<file path="src/rtl/urx_defines.vh">
/*
 * Shared constants of the receive error / interrupt / wake-up block:
 * APB register offsets, field positions, reset values and timing counts.
 * Assumes inclusion by bare name from rtl/ design files.
 */
`ifndef URX_DEFINES_VH
`define URX_DEFINES_VH

// Register byte offsets on APB
`define URX_OFS_STATUS   12'h000
`define URX_OFS_CTRL_A   12'h004
`define URX_OFS_CTRL_B   12'h008
`define URX_OFS_DATA     12'h00C
`define URX_OFS_BAUD     12'h010
`define URX_OFS_SYS      12'h014

// Status register fields
`define URX_ST_PERR      0
`define URX_ST_NF        1
`define URX_ST_FERR      2
`define URX_ST_OERR      3
`define URX_ST_RIDLE     4
`define URX_ST_RXAV      5
`define URX_ST_TIDLE     6
`define URX_ST_TXEMPTY   7

// Control register A fields
`define URX_CA_RX8       0
`define URX_CA_PRT       5
`define URX_CA_PREN      6
`define URX_CA_NINE      7
`define URX_CA_STOP2     3
`define URX_CA_UEN       2
`define URX_CA_MODE      1

// Control register B fields
`define URX_CB_TEIE      0
`define URX_CB_TIIE      1
`define URX_CB_RIE       2
`define URX_CB_WAKE      3
`define URX_CB_ADDEN     4
`define URX_CB_RXEN      5

// System register fields (global / interface enables, clock gate)
`define URX_SY_GIE       0
`define URX_SY_SIE       1
`define URX_SY_CLKOFF    2

// Reset values
`define URX_RST_CTRL     8'h00
`define URX_RST_BAUD     8'h00

// Start-up interval after wake-up
`define URX_STARTUP_NS   1000
`define URX_CLK_MHZ      200
`define URX_STARTUP_CYC  ((`URX_STARTUP_NS * `URX_CLK_MHZ) / 1000)

`endif

</file>
<file path="src/rtl/urx_err_irq.v">
/*
 * Receive error flags, interrupt combining, address qualification and
 * clock-off wake-up control of a UART, with an APB register slave.
 * Assumes the receive shifter presents a frame on frame_valid together
 * with its data and sampled error levels, and that the transmitter
 * supplies its two status levels. rx_pin is asynchronous.
 */
`timescale 1ns/1ps
`default_nettype none
`include "urx_defines.vh"

module urx_err_irq #(
	parameter STARTUP_CYC = `URX_STARTUP_CYC
) (
	input  wire        core_clk,
	input  wire        rst,
	// APB slave
	input  wire        psel,
	input  wire        penable,
	input  wire        pwrite,
	input  wire [11:0] paddr,
	input  wire [31:0] pwdata,
	output reg  [31:0] prdata,
	output wire        pready,
	output wire        pslverr,
	// Receive shifter frame handoff
	input  wire        frame_valid,
	input  wire [8:0]  frame_data,
	input  wire        frame_noise,
	input  wire        frame_stop1_low,
	input  wire        frame_stop2_low,
	input  wire        frame_parity_bit,
	input  wire        rx_busy,
	// Transmitter status levels
	input  wire        tx_empty,
	input  wire        tx_idle,
	// Power and stack
	input  wire        stack_full,
	input  wire        rx_pin,
	// Outputs
	output wire        clk_run,
	output wire        link_hold,
	output reg         wake_req,
	output reg         irq_req_n,
	output reg         irq_service
);

	localparam CNT_W = 16;

	// Power states
	localparam PS_RUN   = 2'd0;
	localparam PS_OFF   = 2'd1;
	localparam PS_START = 2'd2;

	reg  [7:0]       ctrl_a_r;
	reg  [7:0]       ctrl_b_r;
	reg  [7:0]       baud_r;
	reg  [2:0]       sys_r;
	reg  [8:0]       data_r;
	reg              rxav_r;
	reg              nf_r;
	reg              ferr_r;
	reg              perr_r;
	reg              oerr_r;
	reg              st_read_r;
	reg  [1:0]       ps_r;
	reg  [CNT_W-1:0] su_cnt_r;
	reg              rx_s1_r;
	reg              rx_s2_r;
	reg              rx_s3_r;
	reg              wake_pend_r;
	reg              addr_pulse_r;
	reg              rxav_pulse_r;
	reg              oerr_pulse_r;
	reg              wake_pulse_r;

	wire acc      = psel & penable;
	wire wr       = acc & pwrite;
	wire rd       = acc & ~pwrite;
	wire st_rd    = rd & (paddr == `URX_OFS_STATUS);
	wire data_rd  = rd & (paddr == `URX_OFS_DATA);
	wire nine     = ctrl_a_r[`URX_CA_NINE];
	wire pren     = ctrl_a_r[`URX_CA_PREN];
	wire addden   = ctrl_b_r[`URX_CB_ADDEN];
	wire rie      = ctrl_b_r[`URX_CB_RIE];
	wire gie      = sys_r[`URX_SY_GIE];
	wire sie      = sys_r[`URX_SY_SIE];
	wire clk_off  = sys_r[`URX_SY_CLKOFF];
	wire running  = (ps_r == PS_RUN);
	wire mapped;

	// Frames accepted only in normal run
	wire take     = frame_valid & running;
	// Two-stop configuration checks the second stop bit too
	wire ferr_in  = frame_stop1_low |
		(ctrl_a_r[`URX_CA_STOP2] & frame_stop2_low);
	// Parity over data bits plus parity bit, odd type when set
	wire [7:0] pdata = nine ? frame_data[7:0] : {1'b0, frame_data[6:0]};
	wire pcalc    = ^pdata ^ frame_parity_bit ^ ctrl_a_r[`URX_CA_PRT];
	wire perr_in  = pren & pcalc;
	wire top_bit  = nine ? frame_data[8] : frame_data[7];
	// Overrun: new frame while buffer still full
	wire ovr      = take & rxav_r;
	// Clear sequence: status read then data read
	wire clr_seq  = data_rd & st_read_r;

	// Zero-wait slave; unmapped offsets answer with an error
	assign pready  = 1'b1;
	assign mapped  = (paddr == `URX_OFS_STATUS) |
		(paddr == `URX_OFS_CTRL_A) | (paddr == `URX_OFS_CTRL_B) |
		(paddr == `URX_OFS_DATA) | (paddr == `URX_OFS_BAUD) |
		(paddr == `URX_OFS_SYS);
	assign pslverr = acc & ~mapped;
	// Clock gate freezes shifter state rather than resetting it
	assign clk_run   = running & ~clk_off;
	assign link_hold = ~clk_run;

	// Rx pin synchroniser plus edge history
	always @(posedge core_clk) begin
		if (rst) begin
			rx_s1_r <= 1'b1;
			rx_s2_r <= 1'b1;
			rx_s3_r <= 1'b1;
		end else begin
			rx_s1_r <= rx_pin;
			rx_s2_r <= rx_s1_r;
			rx_s3_r <= rx_s2_r;
		end
	end

	// Falling edge taken from the synchronised pair only
	wire rx_fall = rx_s3_r & ~rx_s2_r;
	// Wake needs every receive enable in place
	wire wake_ok = ctrl_b_r[`URX_CB_WAKE] & ctrl_a_r[`URX_CA_MODE] &
		ctrl_a_r[`URX_CA_UEN] & ctrl_b_r[`URX_CB_RXEN] & rie;

	// Software registers; only the clock-off bit changes with power state, cleared at the end of start-up
	always @(posedge core_clk) begin
		if (rst) begin
			ctrl_a_r <= `URX_RST_CTRL;
			ctrl_b_r <= `URX_RST_CTRL;
			baud_r   <= `URX_RST_BAUD;
			sys_r    <= 3'b000;
		end else if (wr) begin
			case (paddr)
			`URX_OFS_CTRL_A: ctrl_a_r <= pwdata[7:0];
			`URX_OFS_CTRL_B: ctrl_b_r <= pwdata[7:0];
			`URX_OFS_BAUD:   baud_r   <= pwdata[7:0];
			`URX_OFS_SYS:    sys_r    <= pwdata[2:0];
			default:         ;
			endcase
		end else if (ps_r == PS_START && su_cnt_r == {CNT_W{1'b0}}) begin
			sys_r[`URX_SY_CLKOFF] <= 1'b0; // Clock restored on wake
		end
	end

	// Power sequencing: run, clock off, start-up count
	always @(posedge core_clk) begin
		if (rst) begin
			ps_r      <= PS_RUN;
			su_cnt_r  <= {CNT_W{1'b0}};
			wake_req  <= 1'b0;
		end else begin
			wake_req <= 1'b0;
			case (ps_r)
			PS_RUN: begin
				if (clk_off)
					ps_r <= PS_OFF;
			end
			PS_OFF: begin
				if (!clk_off) begin
					ps_r <= PS_RUN;
				end else if (rx_fall && wake_ok) begin
					wake_req <= 1'b1;
					su_cnt_r <= STARTUP_CYC[CNT_W-1:0];
					ps_r     <= PS_START;
				end
			end
			PS_START: begin
				// Count down, then release the clock gate
				if (su_cnt_r == {CNT_W{1'b0}})
					ps_r <= PS_RUN;
				else
					su_cnt_r <= su_cnt_r - 1'b1;
			end
			default: ps_r <= PS_RUN;
			endcase
		end
	end

	// Wake interrupt held pending until start-up ends
	always @(posedge core_clk) begin
		if (rst) begin
			wake_pend_r <= 1'b0;
		end else if (ps_r == PS_OFF && !clk_off) begin
			wake_pend_r <= 1'b0;
		end else if (ps_r == PS_OFF && rx_fall && wake_ok) begin
			wake_pend_r <= 1'b1;
		end else if (ps_r == PS_START && su_cnt_r == {CNT_W{1'b0}}) begin
			wake_pend_r <= 1'b0;
		end
	end

	// Status-read latch, consumed by the following data read
	always @(posedge core_clk) begin
		if (rst)
			st_read_r <= 1'b0;
		else if (st_rd)
			st_read_r <= 1'b1;
		else if (data_rd)
			st_read_r <= 1'b0;
	end

	// Data buffer and sticky flags; a new event beats a clear
	always @(posedge core_clk) begin
		if (rst) begin
			data_r <= 9'h000;
			rxav_r <= 1'b0;
			nf_r   <= 1'b0;
			ferr_r <= 1'b0;
			perr_r <= 1'b0;
			oerr_r <= 1'b0;
		end else if (take && !rxav_r) begin
			data_r <= frame_data;
			rxav_r <= 1'b1;
			nf_r   <= frame_noise;
			ferr_r <= ferr_in;
			perr_r <= perr_in;
		end else if (ovr) begin
			// Set wins over a clear in the same cycle
			oerr_r <= 1'b1;
			if (clr_seq) begin
				rxav_r <= 1'b0;
				nf_r   <= 1'b0;
				ferr_r <= 1'b0;
				perr_r <= 1'b0;
			end
		end else if (clr_seq) begin
			rxav_r <= 1'b0;
			nf_r   <= 1'b0;
			ferr_r <= 1'b0;
			perr_r <= 1'b0;
			oerr_r <= 1'b0;
		end
	end

	// One-cycle interrupt sources
	always @(posedge core_clk) begin
		if (rst) begin
			rxav_pulse_r <= 1'b0;
			addr_pulse_r <= 1'b0;
			oerr_pulse_r <= 1'b0;
			wake_pulse_r <= 1'b0;
		end else begin
			rxav_pulse_r <= take & ~rxav_r & (~addden | top_bit);
			addr_pulse_r <= take & ~rxav_r & addden & top_bit;
			oerr_pulse_r <= ovr;
			wake_pulse_r <= wake_pend_r & (ps_r == PS_START) &
				(su_cnt_r == {CNT_W{1'b0}});
		end
	end

	// Merge six sources into one low pulse; tx levels count on their rise
	reg  tx_src_r;
	wire tx_src   = (ctrl_b_r[`URX_CB_TEIE] & tx_empty) |
		(ctrl_b_r[`URX_CB_TIIE] & tx_idle);
	wire tx_rise  = tx_src & ~tx_src_r;
	wire rx_src   = rie & (rxav_pulse_r | oerr_pulse_r);
	wire any_src  = tx_rise | rx_src | addr_pulse_r | wake_pulse_r;

	// Service follows the same pulse, so a held tx level is taken once
	always @(posedge core_clk) begin
		if (rst) begin
			tx_src_r    <= 1'b0;
			irq_req_n   <= 1'b1;
			irq_service <= 1'b0;
		end else begin
			tx_src_r    <= tx_src;
			irq_req_n   <= ~any_src;
			irq_service <= any_src & gie & sie & ~stack_full & running;
		end
	end

	// Status word assembled from its field positions
	reg  [7:0] status_w;
	always @* begin
		status_w                  = 8'h00;
		status_w[`URX_ST_PERR]    = perr_r;
		status_w[`URX_ST_NF]      = nf_r;
		status_w[`URX_ST_FERR]    = ferr_r;
		status_w[`URX_ST_OERR]    = oerr_r;
		status_w[`URX_ST_RIDLE]   = ~rx_busy;
		status_w[`URX_ST_RXAV]    = rxav_r;
		status_w[`URX_ST_TIDLE]   = tx_idle;
		status_w[`URX_ST_TXEMPTY] = tx_empty;
	end

	// APB read mux, registered data
	always @(posedge core_clk) begin
		if (rst) begin
			prdata <= 32'h00000000;
		end else if (psel && !penable && !pwrite) begin
			case (paddr)
			`URX_OFS_STATUS: prdata <= {24'h000000, status_w};
			`URX_OFS_CTRL_A: prdata <= {24'h000000, ctrl_a_r[7:1], data_r[8]};
			`URX_OFS_CTRL_B: prdata <= {24'h000000, ctrl_b_r};
			`URX_OFS_DATA:   prdata <= {24'h000000, data_r[7:0]};
			`URX_OFS_BAUD:   prdata <= {24'h000000, baud_r};
			`URX_OFS_SYS:    prdata <= {29'h00000000, sys_r};
			default:         prdata <= 32'h00000000;
			endcase
		end
	end

endmodule
`default_nettype wire

</file>
<file path="config.mk">
export PLATFORM = sky130hd
export DESIGN_NAME = urx_err_irq
export DESIGN_NICKNAME = d
export VERILOG_FILES = /design/src/rtl/urx_err_irq.v
export VERILOG_INCLUDE_DIRS = /design/src /design/src/rtl
export SDC_FILE = /design/constraint.sdc
export NUM_CORES = 1
export LEC_CHECK = 0
export BUFFER_PORTS_ARGS = -buffer_cell sky130_fd_sc_hd__buf_2
export CORE_MARGIN = 3
export CORE_UTILIZATION = 56
export CTS_CLUSTER_DIAMETER = 100
export CTS_CLUSTER_SIZE = 25
export DETAILED_ROUTE_END_ITERATION = 8
export PLACE_DENSITY = 0.81
export SYNTH_ARGS = -nofsm -noshare
export SYNTH_HDL_FRONTEND = slang
export SYNTH_SLANG_ARGS = --single-unit
</file>
<file path="constraint.sdc">
create_clock -name core_clk -period 5.55 [get_ports core_clk]
set_input_delay 0.8325 -clock core_clk [delete_from_list [all_inputs] [get_ports core_clk]]
set_output_delay 0.8325 -clock core_clk [all_outputs]
set_load 0.05 [all_outputs]
</file>
## Yosys cells after proc, flatten, opt, wreduce, memory -nomap -nowiden

Index checks and enable logic that the tools add are counted.

| word-level totals | value |
|---|---|
| output and inout port bits | 39 |
| bits in registers | 104 |

| cells by class | value |
|---|---|
| eq/ne operators | 14 |
| add/sub/neg operators | 1 |
| bitwise logic cells | 58 |
| reduce and logical (&&, ||, !) cells | 32 |
| muxes and demuxes | 25 |

Operators with widths:

| kind | number |
|---|---|
| $mux 16 | 3 |
| $pmux 8 s6 | 1 |
| $pmux 16 s2 | 1 |
| $and 1x1->1 | 31 |
| $eq 12x4->1 const B | 2 |
| $eq 12x5->1 const B | 2 |
| $logic_not 16->1 | 1 |
| $sub 16x1->16 const B | 1 |
| $mux 1 | 13 |
| $not 1->1 | 13 |
| $eq 12x3->1 const B | 1 |
| $logic_not 12->1 | 1 |
| $or 1x1->1 | 12 |
| $reduce_and 2->1 | 6 |
| $reduce_bool 2->1 | 6 |
| $logic_and 1x1->1 | 8 |
| $mux 2 | 4 |
| $mux 8 | 1 |
| $ne 2x2->1 const B | 4 |
| $reduce_xor 8->1 | 1 |
| $pmux 2 s3 | 1 |
| $logic_not 1->1 | 4 |
| $ne 2x1->1 const B | 2 |
| $reduce_and 4->1 | 1 |
| other kinds (9) | 10 |

## Depth between registers and ports, before layout

| depth | value |
|---|---|
| depth after elaboration | 10 |
| gate-level depth with buffers | 7 |
| mapped depth without buffers | 7 |

## Least setup slack after synthesis

Ideal clock, no wire load.

| timing path | value |
|---|---|
| path kind | input-to-output |
| from | input paddr[4] |
| to | output pslverr |
| path slack | 2.718 ns |
| stages on the path | 4 |
| path buffers | 2 |
| arrival time | 1.999 ns |
| required time | 4.718 ns |
| cell sequence | clkbuf_1 > clkbuf_1 > a21o_1 > and3_1 |

| on the way | value |
|---|---|
| word-level cells in the longest chain between the ends | 8 |
| elaborated cells between the ends (all ways) | 13 |
| those cells by class | 5 x eq/ne; 7 x bitwise; 1 x reduce/logical |

RTL lines:

| item | RTL line | text |
|---|---|---|
| start, declared | urx_err_irq.v:21 | `input wire [11:0] paddr,` |
| $eq 12x3->1 / $logic_not 12->1 (equally long branches) | -- |  |
| $or 1x1->1 (4 in a row) | urx_err_irq.v:109 | `` assign mapped = (paddr == `URX_OFS_STATUS) \| `` |
| $or 1x1->1 * | urx_err_irq.v:109 |  |
| $not 1->1 * | urx_err_irq.v:113 | `assign pslverr = acc & ~mapped;` |
| $and 1x1->1 * | urx_err_irq.v:113 |  |
| end, declared | urx_err_irq.v:25 | `output wire pslverr,` |

Mark *: on every way between the ends. The rest lies on a longest branch, timed or not.

## Worst setup path after layout

| timing path | value |
|---|---|
| from | input paddr[9] |
| to | output pslverr |

Same word-level chain as after synthesis.

==> results.sh <==
export IMPL_groute_layer_met2_usage=0.362
export IMPL_antennaDiodeCount=0
export IMPL_dp_cells=537
export IMPL_drive_above_1_share=0.193
export IMPL_power_density_nw_per_um2=278
export IMPL_synth_edf_count=0
export IMPL_die_area_um2=7770
export IMPL_grt_usage=0.227
export IMPL_crit_path_max_incr_delay_ns=0.42
export IMPL_antenna_found_initial=0
export IMPL_yosys_area_top_type="dfxtp_1"
export IMPL_cts_tree="built"
export IMPL_gr_total_overflow=0
export IMPL_synth_seq_area_share=0.419
export IMPL_worstPathArrival_ns=2.36
export IMPL_multiInputGateArea_um2=1980
export IMPL_hold_path_class="reg2reg"
export IMPL_die_w_um=88.1
export IMPL_worstPathRequired_ns=4.72
export IMPL_numCtsBuffers=9
export IMPL_post_route_min_period_ns=3.19
export IMPL_clk_pin_slew_ns=0.07
export IMPL_place_hpwl_mm=6.33
export IMPL_synth_warning_count=0
export IMPL_place_congestion=0.900
export IMPL_vias_per_cell=5.58
export IMPL_root_buffer="clkbuf_8"
export IMPL_grt_max_degree=67
export IMPL_cts_max_level=3
export IMPL_clk_insertion_delay_late_ns=0.35
export IMPL_crit_buf_inv=2
export IMPL_die_h_um=88.1
export IMPL_crit_family="simple AND/OR/NAND/NOR gates"
export IMPL_slew_viol_final=0
export IMPL_synth_commonest_cells="dfxtp_1 (79), nor2_1 (58), mux2i_1 (33)"
export IMPL_power_switching_mw=0.297
export IMPL_firstDrtPassIters=4
export IMPL_grt_pass1_wl_mm=13.6
export IMPL_hold_viol_final=0
export IMPL_yosys_area_top_type_share=0.419
export IMPL_yosys_register_bits=79
export IMPL_fin_skew_ns=0.0164
export IMPL_critPathLaunchType="input pin"
export IMPL_cts_max_path_buffers=2
export IMPL_criticalPathCategory="in2out"
export IMPL_final_nets=541
export IMPL_use_met1=0.306
export IMPL_fin_setup_tns_ns=0
export IMPL_power_internal_mw=0.874
export IMPL_drcViolationCount=0
export IMPL_finalPower_mw=1.17
export IMPL_post_cts_buffers=0
export IMPL_p_leak_nw=1.75
export IMPL_p_sw_frac=0.254
export IMPL_crit_chain="buf_2 > nor4_1 > nand3_1 > a21o_1 > and3_1 > buf_2"
export IMPL_setup_viol_count_final=0
export IMPL_num_io_pins=107
export IMPL_cpMostUsedCell="buf_2"
export IMPL_slowest_stage="nor4_1"
export IMPL_cap_violations=0
export IMPL_worstSetupEndpointType="primary output"
export IMPL_max_freq_mhz=314
export IMPL_worst_pin_slew_ns=0.807
export IMPL_rr_worst_depth=5
export IMPL_fillers=535
export IMPL_core_area_um2=6460
export IMPL_synth_top_flop_cell="dfxtp_1"
export IMPL_rsz0062_at_grt="no"
export IMPL_antenna_left=0
export IMPL_ys_types=54
export IMPL_pwr_share_comb=0.103
export IMPL_area_growth_pct=11.6
export IMPL_gr_max_usage_layer="met2"
export IMPL_vias=3085
export IMPL_regArea_um2=1580
export IMPL_wl_mm=8.53
export IMPL_min_period_over_period=0.575
export IMPL_synthArstFlopShare=0
export IMPL_cts_sinks=79
export IMPL_rows=29
export IMPL_avgSynthCellArea_um2=8.93
export IMPL_use_met3=0.0452
export IMPL_first_iter_violations=248
export IMPL_yosysMostFrequentCell="dfxtp_1"
export IMPL_ys_top_cells_by_area="dfxtp_1 (42%), mux2i_1 (8.7%), nor2_1 (5.8%)"
export IMPL_hold_depth=1
export IMPL_syn_inst=423
export IMPL_cts_resized_gates=0
export IMPL_pwr_share_seq=0.495
export IMPL_grt_pass1_vias=2821
export IMPL_avgRoutedWirePerCell_um=15.4
export IMPL_p_clk_frac=0.402
export IMPL_peakVddDrop_mv=0.185
export IMPL_port_buffer_count=57
export IMPL_outcome="complete, no violations"
export IMPL_cp_max_fo=8
export IMPL_relSlewSlack=0.461
export IMPL_syn_cell_area_um2=3780
export IMPL_cts_hold_buf=0
export IMPL_instances_no_fill=553
export IMPL_cp_depth=6
export IMPL_start_util=0.585
registers in the layout, indices dropped and copies added, names as in the netlist, 2 cells and up:
signal	cells
baud_r	8
ctrl_a_r	7
ctrl_b_r	8
data_r	9
prdata	8
ps_r	2
su_cnt_r	16
sys_r	3
power by group through the flow:
stage	Clock (mW)	Combinational [mW]	Sequential, mW
6_report	0.471	0.121	0.579
5_1_grt	0.501	0.130	0.580
4_1_cts	0.477	0.120	0.579
3_5_place_dp	0	0.120	0.592
3_3_place_gp	0	0.118	0.592
2_1_floorplan	0	0.102	0.593
placed cells by master (no fill, tap or decap), types with 2 or more instances in the layout:
master	instances
conb_1	25
nand2b_1	7
nand3_1	10
nor3_1	7
o211ai_1	2
a21oi_1	30
dfxtp_1	79
nor3b_1	5
buf_4	2
bufinv_16	2
nand4b_1	2
a211oi_1	4
nor2_1	58
mux4_2	4
clkbuf_8	10
xor2_1	3
nor2b_1	5
xnor2_1	16
mux2i_1	33
a2111oi_0	2
a22oi_1	2
o21ai_0	7
nor4_1	6
nand4_1	4
nand3b_1	2
or3_2	2
or4_4	2
or4_1	4
o41ai_1	2
a22o_1	5
buf_2	57
inv_1	10
ha_1	2
o22ai_1	3
nand2_1	32
or2_2	3
o31ai_1	4
and3_1	2
final timing paths:
path	start	end	slack, ns
min	rx_s1_r$_SDFF_PP1_	rx_s2_r$_SDFF_PP1_	0.42
max	paddr[9]	pslverr	2.36
min reg2reg	rx_s1_r$_SDFF_PP1_	rx_s2_r$_SDFF_PP1_	0.42
max reg2reg	su_cnt_r[11]$_SDFFE_PP0P_	wake_pend_r$_SDFFE_PP0P_	3.36
cell families after synthesis:
logic type,count (synthesis),synth area share
adder cells (fa/ha/maj),2,0.00662
flip-flops,79,0.419
AND/OR/NAND/NOR,159,0.215
buffers and inverters,55,0.0805
other,2,0.00199
multiplexers,39,0.117
AO/OA/AOI/OAI,68,0.116
XOR/XNOR,19,0.0440
layout make-up:
cell class | count | area share
Inverter | 10 | 0.00890
Clock inverter | 5 | 0.0193
Sequential cell | 79 | 0.375
Multi-Input combinational cell | 312 | 0.469
Clock buffer | 11 | 0.0335
Timing Repair Buffer | 59 | 0.0712
Tap cell | 77 | 0.0228
metal layers:
| layer | vias to the layer above | wire (um) |
|---|---|---|
| met5 | - | 0 |
| met4 | 0 | 203 |
| met3 | 17 | 556 |
| met2 | 109 | 3950 |
| met1 | 1426 | 3830 |
| li1 | 1533 | - |
stage by stage:
step                      hold slack [ns]  instance area [um2]   util  setup WS (ns)
after floorplan                     0.389                 3860      -           2.72
after global placement              0.411                 4000  0.619           2.42
after detailed placement            0.412                 4000  0.619           2.38
after CTS                           0.429                 4220  0.653           2.38
after global routing                0.457                 4220  0.653           2.23
final                               0.425                 4220  0.653           2.36
(Power assumes the default switching activity.)
